==> config.mk <==
export PLATFORM = sky130hd
export DESIGN_NAME = scd_decode
export DESIGN_NICKNAME = d
export VERILOG_FILES = /design/src/rtl/scd_pkg.sv /design/src/rtl/scd_code_check.sv /design/src/rtl/scd_sync_mon.sv /design/src/rtl/scd_decode.sv
export SDC_FILE = /design/constraint.sdc
export NUM_CORES = 1
export LEC_CHECK = 0
export BUFFER_PORTS_ARGS = -buffer_cell sky130_fd_sc_hd__buf_2
export CORE_ASPECT_RATIO = 0.9
export CORE_MARGIN = 3
export CORE_UTILIZATION = 46
export DETAILED_ROUTE_END_ITERATION = 10
export PLACE_DENSITY = 0.77
export SLEW_MARGIN = 20
export SYNTH_ARGS = -nofsm -noshare
export SYNTH_HDL_FRONTEND = slang
export SYNTH_SLANG_ARGS = --single-unit
==> constraint.sdc <==
create_clock -name clk -period 2.15 [get_ports clk]
set_input_delay 0.43 -clock clk [delete_from_list [all_inputs] [get_ports clk]]
set_output_delay 0.43 -clock clk [all_outputs]
set_load 0.01 [all_outputs]
==> src/rtl/scd_pkg.sv <==
// What this block does
// - full-synchronous config bit 1 aligns control cycle start to host timing count.
// - config bit 0 selects 16-byte (0) or 32-byte (1) frame size.
// - config bit 4 enables external scale monitoring under semi-closed control.
// - semi-synchronous mode aligns reception timing only, timing count ignored.
// - timing count not advancing in full-sync mode blocks link established.
// - command/response flag in header bit 7 must be zero, else alarm 86.0.
// - node address mismatch raises alarm 86.0.
// - update counter change marks new command; counter echoed in response.
// - energize request is byte 2 bit 7 ANDed with external input if assigned.
// - gain select bit 4 acts only with auto tuning off, second gain, link switch.
// - torque limit switch bit 3 acts only when selection setting is 3 or 4.
// - home trigger armed by byte 2 bit 2 only during homing command.
// - hard stop bit halts profile generation at once in profile mode.
// - smooth stop bit decelerates until profile fully stops.
// - pause bit decelerates and holds profile paused.
// - speed limit switch acts in torque mode only when selection setting is 1.
// - aux output bits drive transistors only when assigned; no servo effect.
// - unsupported cyclic command code raises alarm 86.1.
package scd_pkg;
   // config register bit positions
   localparam int CFG_FRAME32_BIT = 0;
   localparam int CFG_FULLSYNC_BIT = 1;
   localparam int CFG_SCALE_MON_BIT = 4;
   localparam logic [15:0] CFG_RESET = 16'h0000;
   // header byte fields
   localparam int HDR_CR_BIT = 7;
   localparam int NODE_W = 5;
   localparam int UPD_W = 2;
   localparam int UPD_LSB = 5;
   // control byte 2
   localparam int B2_ENERGIZE = 7;
   localparam int B2_GAIN = 4;
   localparam int B2_TORQUE = 3;
   localparam int B2_HOMING = 2;
   // control byte 3
   localparam int B3_HARD = 7;
   localparam int B3_SMOOTH = 6;
   localparam int B3_PAUSE = 5;
   localparam int B3_SPEED = 3;
   localparam int B3_AUX2 = 1;
   localparam int B3_AUX1 = 0;
   // byte 1 cyclic code field
   localparam int CYC_LSB = 4;
   localparam int CYC_W = 3;
   localparam logic [2:0] CODE_NOP = 3'h0;
   // setting values
   localparam logic [2:0] TL_SEL_A = 3'h3;
   localparam logic [2:0] TL_SEL_B = 3'h4;
   localparam logic [1:0] SL_SEL_ON = 2'h1;
   // timing
   localparam int CLK_HZ = 20_000_000;
   localparam int SYNC_PERIOD_US = 2000;
   localparam int SYNC_CYCLES = CLK_HZ / 1_000_000 * SYNC_PERIOD_US;
   localparam int SYNC_SLACK = SYNC_CYCLES / 4;

   typedef struct packed {
      logic [7:0] hdr;
      logic [7:0] code;
      logic [7:0] ctl2;
      logic [7:0] ctl3;
      logic [15:0] tmg;
   } scd_frame_t;

   typedef struct packed {
      logic energize;
      logic gain2;
      logic torque_sw;
      logic home_arm;
      logic hard_stop;
      logic smooth_stop;
      logic pause;
      logic speed_sw;
      logic aux_output_one;
      logic aux_output_two;
   } scd_ctl_t;

   typedef struct packed {
      logic auto_tune_on;
      logic gain2_enabled;
      logic link_gain_set_select;
      logic [2:0] torque_limit_selection_setting;
      logic [1:0] speed_limit_selection_setting;
      logic ext_energize_assigned;
      logic aux_one_assigned;
      logic aux_two_assigned;
      logic profile_position_mode;
      logic cyclic_torque_mode;
      logic homing_cmd;
   } scd_setup_t;
endpackage

==> src/rtl/scd_code_check.sv <==
`timescale 1ns/100ps
module scd_code_check #(
   parameter logic [7:0] SUPPORTED = 8'h1f
) (
   input wire logic [2:0] code,
   output logic bad
);
   // unsupported cyclic code check
   always_comb begin
      bad = ~SUPPORTED[code];
   end
endmodule // scd_code_check

==> src/rtl/scd_sync_mon.sv <==
`timescale 1ns/100ps
module scd_sync_mon #(
   parameter int PERIOD = 40000,
   parameter int SLACK = 10000
) (
   input wire logic clk,
   input wire logic sys_rst,
   input wire logic enable,
   input wire logic frame_valid,
   input wire logic [15:0] tmg,
   output logic cycle_start,
   output logic sync_ok
);
   if (PERIOD < 2 || SLACK >= PERIOD) begin : g_bad_period
      $error("scd_sync_mon: bad period");
   end
   logic [15:0] last_r, last_nxt;
   logic [31:0] cnt_r, cnt_nxt;
   logic ok_r, ok_nxt;
   logic start_r, start_nxt;
   logic adv;
   always_comb begin
      adv = frame_valid && (tmg != last_r);
      last_nxt = adv ? tmg : last_r;
      cnt_nxt = cnt_r + 32'd1;
      ok_nxt = ok_r;
      start_nxt = 1'b0;
      if (!enable) begin
         cnt_nxt = '0;
         ok_nxt = 1'b0;
      end else if (adv) begin
         start_nxt = 1'b1;
         ok_nxt = (tmg == last_r + 16'd1) && (cnt_r >= 32'(PERIOD - SLACK));
         cnt_nxt = '0;
      end else if (cnt_r > 32'(PERIOD + SLACK)) begin
         ok_nxt = 1'b0;
         cnt_nxt = cnt_r;
      end
   end
   always_ff @(posedge clk) begin
      if (sys_rst) begin
         last_r <= '0;
         cnt_r <= '0;
         ok_r <= 1'b0;
         start_r <= 1'b0;
      end else begin
         last_r <= last_nxt;
         cnt_r <= cnt_nxt;
         ok_r <= ok_nxt;
         start_r <= start_nxt;
      end
   end
   assign cycle_start = start_r;
   assign sync_ok = ok_r;
endmodule // scd_sync_mon

==> src/rtl/scd_decode.sv <==
`timescale 1ns/100ps
module scd_decode #(
   parameter logic [7:0] SUPPORTED_CODES = 8'h1f,
   parameter int SYNC_PERIOD = scd_pkg::SYNC_CYCLES
) (
   input wire logic clk,
   input wire logic sys_rst,
   input wire logic cfg_we,
   input wire logic [15:0] cfg_wdata,
   output logic [15:0] cfg_rdata,
   input wire logic frame_valid,
   input wire scd_pkg::scd_frame_t frame,
   input wire scd_pkg::scd_setup_t setup,
   input wire logic [scd_pkg::NODE_W-1:0] node_address,
   input wire logic ext_energize_input,
   output logic frame_32byte,
   output logic scale_monitor_en,
   output logic full_sync,
   output logic cycle_start,
   output logic link_established,
   output logic new_command,
   output logic [scd_pkg::UPD_W-1:0] echo_counter,
   output logic alarm_86_0,
   output logic alarm_86_1,
   output scd_pkg::scd_ctl_t ctl,
   output logic link_status_lamp
);
   import scd_pkg::*;
   if (SYNC_PERIOD < 4) begin : g_bad_sync_period
      $error("scd_decode: sync period too short");
   end

   // ------------------------------------------
   // configuration register
   // ------------------------------------------
   logic [15:0] cfg_r, cfg_nxt;
   always_comb begin
      cfg_nxt = cfg_we ? cfg_wdata : cfg_r;
   end
   always_ff @(posedge clk) begin
      if (sys_rst) begin
         cfg_r <= CFG_RESET;
      end else begin
         cfg_r <= cfg_nxt;
      end
   end
   assign cfg_rdata = cfg_r;
   assign frame_32byte = cfg_r[CFG_FRAME32_BIT];
   assign scale_monitor_en = cfg_r[CFG_SCALE_MON_BIT];
   assign full_sync = cfg_r[CFG_FULLSYNC_BIT];

   // ------------------------------------------
   // header checks
   // ------------------------------------------
   logic code_bad;
   scd_code_check #(.SUPPORTED(SUPPORTED_CODES)) u_code (
      .code(frame.code[CYC_LSB +: CYC_W]),
      .bad(code_bad)
   );
   logic sync_ok, sync_start;
   // timing count only in full sync
   scd_sync_mon #(.PERIOD(SYNC_PERIOD), .SLACK(SYNC_PERIOD / 4)) u_sync (
      .clk(clk),
      .sys_rst(sys_rst),
      .enable(full_sync),
      .frame_valid(frame_valid),
      .tmg(frame.tmg),
      .cycle_start(sync_start),
      .sync_ok(sync_ok)
   );

   typedef enum logic [1:0] {ST_IDLE, ST_RUN} scd_state_t;
   scd_state_t st_r, st_nxt;
   logic [UPD_W-1:0] upd_r, upd_nxt;
   logic a0_r, a0_nxt, a1_r, a1_nxt, new_r, new_nxt, rx_r, rx_nxt;
   scd_ctl_t ctl_r, ctl_nxt;
   logic hdr_ok;
   logic [UPD_W-1:0] upd_in;
   always_comb begin
      upd_in = frame.hdr[UPD_LSB +: UPD_W];
      hdr_ok = !frame.hdr[HDR_CR_BIT] && (frame.hdr[NODE_W-1:0] == node_address);
      st_nxt = st_r;
      upd_nxt = upd_r;
      a0_nxt = a0_r;
      a1_nxt = a1_r;
      new_nxt = 1'b0;
      rx_nxt = 1'b0;
      ctl_nxt = ctl_r;
      if (frame_valid) begin
         if (!hdr_ok) begin
            a0_nxt = 1'b1;
         end
         if (code_bad) begin
            a1_nxt = 1'b1;
         end
         if (hdr_ok) begin
            case (st_r)
               ST_IDLE: begin
                  st_nxt = ST_RUN;
                  upd_nxt = upd_in;
                  new_nxt = 1'b1;
               end
               ST_RUN: begin
                  new_nxt = (upd_in != upd_r);
                  upd_nxt = upd_in;
               end
               default: st_nxt = ST_IDLE;
            endcase
         end
      end
      if (new_nxt) begin
         rx_nxt = 1'b1;
         ctl_nxt.energize = frame.ctl2[B2_ENERGIZE]
            & (ext_energize_input | ~setup.ext_energize_assigned);
         if (!setup.auto_tune_on && setup.gain2_enabled && setup.link_gain_set_select) begin
            ctl_nxt.gain2 = frame.ctl2[B2_GAIN];
         end
         ctl_nxt.torque_sw = frame.ctl2[B2_TORQUE]
            & ((setup.torque_limit_selection_setting == TL_SEL_A)
               | (setup.torque_limit_selection_setting == TL_SEL_B));
         ctl_nxt.home_arm = frame.ctl2[B2_HOMING] & setup.homing_cmd;
         ctl_nxt.hard_stop = frame.ctl3[B3_HARD] & setup.profile_position_mode;
         ctl_nxt.smooth_stop = frame.ctl3[B3_SMOOTH] & setup.profile_position_mode;
         ctl_nxt.pause = frame.ctl3[B3_PAUSE] & setup.profile_position_mode;
         ctl_nxt.speed_sw = frame.ctl3[B3_SPEED] & setup.cyclic_torque_mode
            & (setup.speed_limit_selection_setting == SL_SEL_ON);
         ctl_nxt.aux_output_one = frame.ctl3[B3_AUX1] & setup.aux_one_assigned;
         ctl_nxt.aux_output_two = frame.ctl3[B3_AUX2] & setup.aux_two_assigned;
      end
      if (setup.ext_energize_assigned && !ext_energize_input) begin
         ctl_nxt.energize = 1'b0;
      end
   end
   always_ff @(posedge clk) begin
      if (sys_rst) begin
         st_r <= ST_IDLE;
         upd_r <= '0;
         a0_r <= 1'b0;
         a1_r <= 1'b0;
         new_r <= 1'b0;
         rx_r <= 1'b0;
         ctl_r <= '0;
      end else begin
         st_r <= st_nxt;
         upd_r <= upd_nxt;
         a0_r <= a0_nxt;
         a1_r <= a1_nxt;
         new_r <= new_nxt;
         rx_r <= rx_nxt;
         ctl_r <= ctl_nxt;
      end
   end
   assign new_command = new_r;
   assign echo_counter = upd_r;
   assign alarm_86_0 = a0_r;
   assign alarm_86_1 = a1_r;
   assign ctl = ctl_r;
   assign cycle_start = full_sync ? sync_start : rx_r;
   assign link_established = (st_r == ST_RUN) && !a0_r && !a1_r && (!full_sync || sync_ok);
   assign link_status_lamp = link_established;
endmodule // scd_decode

==> results of run 1 <==
==> sequential cells by signal, summed over array words and instances (netlist names) <==
register            cells
u_sync.sync_ok          1
u_sync.last_r          16
alarm_86_0              1
ctl                    10
u_sync.cycle_start      1
st_r                    1
cfg_rdata              16
echo_counter            2
u_sync.cnt_r           32
alarm_86_1              1
new_command             1
==> critical path, delay by kind of cell, from the launching register on <==
kind,cells,cell delay (ns)
AND/OR/NAND/NOR,3,1.00
adder cells (fa/ha/maj),1,0.17
flip-flops,1,0.34
AO/OA/AOI/OAI,3,0.67
==> path summary, 6_finish.rpt <==
path | to | slack [ns]
worst max-delay path | u_sync.sync_ok$_SDFFE_PP0P_ | -0.12
worst min-delay path | cfg_rdata[10]$_SDFFE_PP0P_ | 0.31
worst max register to register | u_sync.sync_ok$_SDFFE_PP0P_ | -0.12
worst min register to register | u_sync.cnt_r[24]$_SDFFE_PP0P_ | 0.48
==> metal layers <==
layer / global-route usage (%) / up-vias / routed length [um] / part of all wire (%)
met5: 0 / - / 0 / 0
met4: 5.79 / 0 / 139 / 1.5
met3: 5.87 / 14 / 345 / 3.8
met2: 31.4 / 64 / 4600 / 51
met1: 23.0 / 1575 / 3990 / 44
li1: - / 1728 / - / -
==> cell usage in the layout, fill, tap and decap left out, types with 8 or more instances in the layout <==
master,instances
buf_2,113
mux2i_1,38
nor2_1,78
xnor2_1,22
buf_4,24
clkbuf_8,10
a21oi_1,15
and3_1,21
dfxtp_1,77
xor2_1,19
nand4_1,19
inv_1,8
nand2_1,21
==> cell families (layout without fill, tap and decap cells) <==
family,after synthesis,in the layout,synth area share (%)
adders and majority gates,3,3,0.976
DFF,82,82,42.7
muxes,40,40,10.5
buffers and inverters,30,162,4.16
xor gates and xnor gates,43,43,10.3
AOI/OAI and AO/OA,40,40,6.99
and+or+nand+nor,184,184,24.4
==> layout make-up <==
cell class                      instances  area [um^2]
Inverter                                8         30.0
Sequential cell                        82         1650
Multi-Input combinational cell        310         2100
Clock inverter                          5         63.8
Fill cell                             647         2990
Tap cell                               96          120
Timing Repair Buffer                  138          757
Clock buffer                           11          141
==> power groups by stage <==
stage / sequential (mW) / clock (mW) / combinational, mW
detailed placement: 1.63 / 0 / 0.370
global route: 1.60 / 1.24 / 0.412
global placement: 1.63 / 0 / 0.361
floorplan: 1.64 / 0 / 0.193
CTS: 1.60 / 1.17 / 0.373
finish: 1.60 / 1.14 / 0.375
==> what timing repair did <==
| action | CTS | global route |
|---|---|---|
| setup endpoints to repair | 4 | 22 |
| resized for setup | 1 | 11 |
| setup buffers | 0 | 1 |
| pin swaps | 4 | 6 |
==> reports/qor.yml, run 1 <==
outcome:
  status: "finished, violations left"
  violations: "negative setup slack"
synthesis:
  synth.yosys.seq_area_share_pct: 42.7
  yosys-top-cells-area: "dfxtp_1 (43%), mux2i_1 (9.9%), nor2_1 (7.6%)"
  synth.most_common_cell: "dfxtp_1"
  synth.net_count: 513
  synth.avg_cell_area_um2: 9.11
  synth_ff_type: "dfxtp_1"
  synth_cell_types: 52
  yosys_warnings: 0
  synth_top_cells_by_count: "dfxtp_1 (82), nor2_1 (78), mux2i_1 (38)"
  synth_edf_count: 0
  synth_top_area_cell: "dfxtp_1"
  ys_ff_latch: 82
  syn_inst: 422
  synthArstFlopShare_pct: 0
  synth_area_um2: 3850
  yosysTopAreaCellShare_pct: 42.7
placement:
  dp_worst_setup_slack_ns: -0.226
  routabilityCongestion: 0.886
  port_buffers: 113
  placed_cells: 633
  detailedPlacementHpwl_um: 6770
  dpl_cell_area_um2: 4600
worst_setup_path:
  critical_path_class: "reg -> reg"
  reg2reg_depth: 7
  reg2reg_from: "u_sync.last_r[1]$_SDFFE_PP0P_"
  slowest_stage: "or4b_1"
  cp-start-kind: "register"
  cp_max_fo: 6
  required_ns: 2.41
  crit_path_end_kind: "register"
  startpoint: "u_sync.last_r[1]$_SDFFE_PP0P_"
  slowest_delay_ns: 0.45
  path_cells: "ha_4 > nor2b_1 > o31a_1 > a211oi_2 > or4b_1 > or4_1 > o41ai_2"
  arrival_ns: 2.53
die:
  die_x_um: 102
  io_pins: 125
  start_util_pct: 49.0
  fp.dieH_um: 92.7
  dieArea_um2: 9500
  core_area_um2: 7850
  rows: 30
cells_and_area:
  finalNetCount: 640
  drive_above_1_share_pct: 32.5
  postLayoutCellArea_um2: 4860
  instances_no_fill: 650
  final_core_util_pct: 61.9
  diodes: 0
  syn2layout_area_growth_pct: 26.4
sta:
  fin_tns_setup_ns: -0.120
  skew_ns: 0.00874
  finalCriticalPeriod_ns: 2.27
  hold_viol: 0
  setup_slack_ns: -0.120
  worst_slew_pin_slew_ns: 0.853
  setup_viol: 1
  holdWs_ns: 0.305
  slew_headroom_pct: 43.0
  final_max_slew_viol_count: 0
  fin_crit_sh_pct: 106
  rsz0062_at_grt: "yes"
  fmax_mhz: 440
global_route:
  first_global_vias: 3180
  antenna_found_initial: 0
  grt_max_degree: 44
  grt_pass1_wl_um: 14300
  grt-ovfl-total: 0
  grtUsageTotal_pct: 18.8
cts:
  numCtsBuffers: 9
  clock_path_buffers: 2
  ctsHtreeMaxLevel: 3
  cts_tree: "yes"
  clock_sinks: 82
  clock_latency_ns: 0.36
  cts-hold-fix-buffers: 0
  clk_pin_slew_ns: 0.09
  cts-root-buf: "clkbuf_8"
min_path:
  worstHoldStart: "cfg_wdata[10]"
  holdCritPathClass: "in -> reg"
  whs_path_depth: 3
pwr:
  power_mw: 3.11
  powerDensity_nw_per_um2: 640
  power.share.switching_pct: 25.3
  vdd_ir_drop_max_uv: 554
  p_sw_mw: 0.788
  pwr-share-comb_pct: 12.0
  power_frac_seq_pct: 51.3
  internal_power_mw: 2.32
  p_leak_nw: 2.21
  power.share.clock_pct: 36.6
drt:
  drt_iter0_drc: 93
  vias: 3381
  detail-route-antenna-nets: 0
  vias_per_cell: 5.20
  detail_route.first_pass.iterations: 4
  detail_route.wl_per_cell_um: 13.9
  routed_wl_um: 9070
  route.detailed.drc: 0
flow_run:
  max_cap_viol_count: 0
Power figures use the tool's default switching activity.
==> run 2: changes to the inputs <==
- CELL_PAD_IN_SITES_DETAIL_PLACEMENT: default -> 0
- CELL_PAD_IN_SITES_GLOBAL_PLACEMENT: default -> 1
- CORE_UTILIZATION: 46 -> 34
- PLACE_DENSITY: 0.77 -> 0.74
==> reports/qor.yml, run 2 (synthesis results as in run 1) <==
cells_and_area:
  drive_above_1_share_pct: 32.4  # -0.054 points
  diodes: 0  # unchanged
  layout_common_cells: "buf_2 (113), nor2_1 (78), dfxtp_1 (78)"
  finalNetCount: 644  # +0.63%
  mostFrequentLayoutCell: "buf_2"
  instances_no_fill: 710  # +9.2%
  regMostFlops: "u_sync.cnt_r"
  syn2layout_area_growth_pct: 31.1
  largest_reg_flops: 32  # unchanged
  fillers: 1116  # +72%
worst_setup_path:
  critical_path_class: "reg -> reg"
  slowest_delay_ns: 0.46  # about the same
  reg2reg_setup_slack_ns: -0.11  # about the same
  cp-start-kind: "register"
  worst-path-buf-inv: 0  # unchanged
  path_cells: "ha_4 > nor2b_1 > o31a_1 > a211oi_2 > or4b_1 > or4_1 > o41ai_2"
  arrival_ns: 2.49  # -0.04 ns
  slowest_stage: "or4b_1"
  cp_max_fo: 5  # -1
  path_delay_family: "simple AND/OR/NAND/NOR gates"
  required_ns: 2.38  # -0.03 ns
  crit_path_end_kind: "register"
flow_run:
  max_cap_viol_count: 0  # unchanged
min_path:
  holdCritPathClass: "in -> reg"
sta:
  fmax_mhz: 442  # +0.39%
  fin_crit_sh_pct: 105  # -0.41 points
  slew_headroom_pct: 67.8  # +25 points
  rsz0062_at_grt: "yes"
  worst_slew_pin_slew_ns: 0.483  # -0.370 ns
  finalCriticalPeriod_ns: 2.26  # -0.00879 ns
  final_max_slew_viol_count: 0  # unchanged
  holdWs_ns: 0.335  # +0.0298 ns
  skew_ns: 0.00512  # -0.00362 ns
  setup_slack_ns: -0.112  # +0.00879 ns
  setup_viol: 1  # unchanged
  hold_viol: 0  # unchanged
placement:
  detailedPlacementHpwl_um: 6980  # +3.0%
  routabilityCongestion: 0.782  # -12%
  port_buffers: 113  # unchanged
  placed_cells: 694  # +9.6%
outcome:
  violations: "negative setup slack"
  status: "finished, violations left"
die:
  core_area_um2: 10900  # +40%
  fp.dieH_um: 107  # +15%
  start_util_pct: 35.1  # -14 points
  dieArea_um2: 12600  # +33%
  io_pins: 125  # unchanged
  die_x_um: 118  # +15%
  rows: 36  # +20%
cts:
  clk_pin_slew_ns: 0.06  # -0.03 ns
  cts-hold-fix-buffers: 0  # unchanged
  ctsHtreeMaxLevel: 3  # unchanged
  cts_tree: "yes"
  clock_path_buffers: 2  # unchanged
  cts_setup_buffers: 0  # unchanged
  cts-root-buf: "clkbuf_16"
  numCtsBuffers: 9  # unchanged
  clock_latency_ns: 0.33  # -0.03 ns
  clock_sinks: 82  # unchanged
global_route:
  first_global_vias: 3249  # +2.2%
  grt-ovfl-total: 0  # unchanged
  grt_max_degree: 49  # +11%
  grt_pass1_wl_um: 14900  # +4.1%
  antenna_found_initial: 0  # unchanged
  grtUsageTotal_pct: 14.1  # -4.7 points
drt:
  drt_iter0_drc: 116  # +25%
  vias_per_cell: 4.71  # -9.4%
  vias: 3345  # -1.1%
  route.detailed.drc: 0  # unchanged
  detail_route.wl_per_cell_um: 12.7  # -8.9%
  detail_route.first_pass.iterations: 4  # unchanged
  routed_wl_um: 9030  # -0.44%
  detail-route-antenna-nets: 0  # unchanged
pwr:
  pwr-share-comb_pct: 10.8  # -1.2 points
  internal_power_mw: 2.65  # +14%
  power.share.switching_pct: 23.6  # -1.8 points
  vdd_ir_drop_max_uv: 356  # -36%
  p_leak_nw: 2.27  # +2.5%
  power_mw: 3.47  # +12%
  power.share.clock_pct: 43.3  # +6.7 points
  powerDensity_nw_per_um2: 689  # +7.5%
  p_sw_mw: 0.818  # +3.8%
  power_frac_seq_pct: 45.9  # -5.4 points
run 2: changes by cell type in the layout (fill, tap and decap cells not counted), sizes merged:
cell      previous run  this run
buf                138       142
clkinv               3         1
clkinvlp             1         3
clkbuf              11        10
inv                  8         9
run 2: area by class of cell:
| cell class | count | area (um^2) | share of cell area, % |
|---|---|---|---|
| clock buffers | 10 | 229 | 4.54 |
| clock inverters | 6 | 66.3 | 1.32 |
| inverters | 8 | 30.0 | 0.596 |
| multi-input cells | 310 | 2100 | 41.6 |
| flip-flops and latches | 82 | 1650 | 32.7 |
| well taps | 152 | 190 | 3.77 |
| repair buffers | 142 | 783 | 15.5 |
run 2: power groups by stage:
stage	Combinational, mW	Clock (mW)	Sequential, mW
after floorplan	0.193	0	1.64
after global placement	0.369	0	1.63
after detailed placement	0.375	0	1.63
after CTS	0.377	1.56	1.59
after global routing	0.418	1.62	1.60
final	0.375	1.50	1.59
run 2: metrics by stage:
stage	TNS (ns)	setup WS, ns	utilization [%]	cell area [um^2]
after CTS	-0.121	-0.121	45.7	5000
after floorplan	0	0.00585	-	3860
after global routing	-0.232	-0.232	46.1	5040
after detailed placement	-0.229	-0.229	43.0	4700
after global placement	-0.202	-0.202	43.0	4700
final	-0.112	-0.112	46.1	5040
run 2: timing repair:
action	in CTS	in global routing
endpoints found under the setup margin	1	17
resized for setup	0	9
pin swaps	0	6
run 2: worst min-delay path, stage by stage:
cell	delay [ns]
buf_2	0.07
mux2i_1	0.05
nor2_1	0.07
run 2: per-layer routing:
metal | track usage, % | wire (um) | vias up
met3 | 4.06 | 312 | 2
met2 | 23.7 | 4430 | 45
met4 | 3.68 | 38 | 0
met1 | 17.9 | 4240 | 1564
li1 | - | - | 1734
met5 | 0 | 0 | -
run 2: worst paths after layout:
path / startpoint / endpoint / cells after the start
setup / recovery: u_sync.last_r[1]$_SDFFE_PP0P_ / u_sync.sync_ok$_SDFFE_PP0P_ / 7
hold / removal: cfg_wdata[9] / cfg_rdata[9]$_SDFFE_PP0P_ / 3
setup reg to reg: u_sync.last_r[1]$_SDFFE_PP0P_ / u_sync.sync_ok$_SDFFE_PP0P_ / 7
hold reg to reg: alarm_86_1$_SDFFE_PP0P_ / alarm_86_1$_SDFFE_PP0P_ / 2
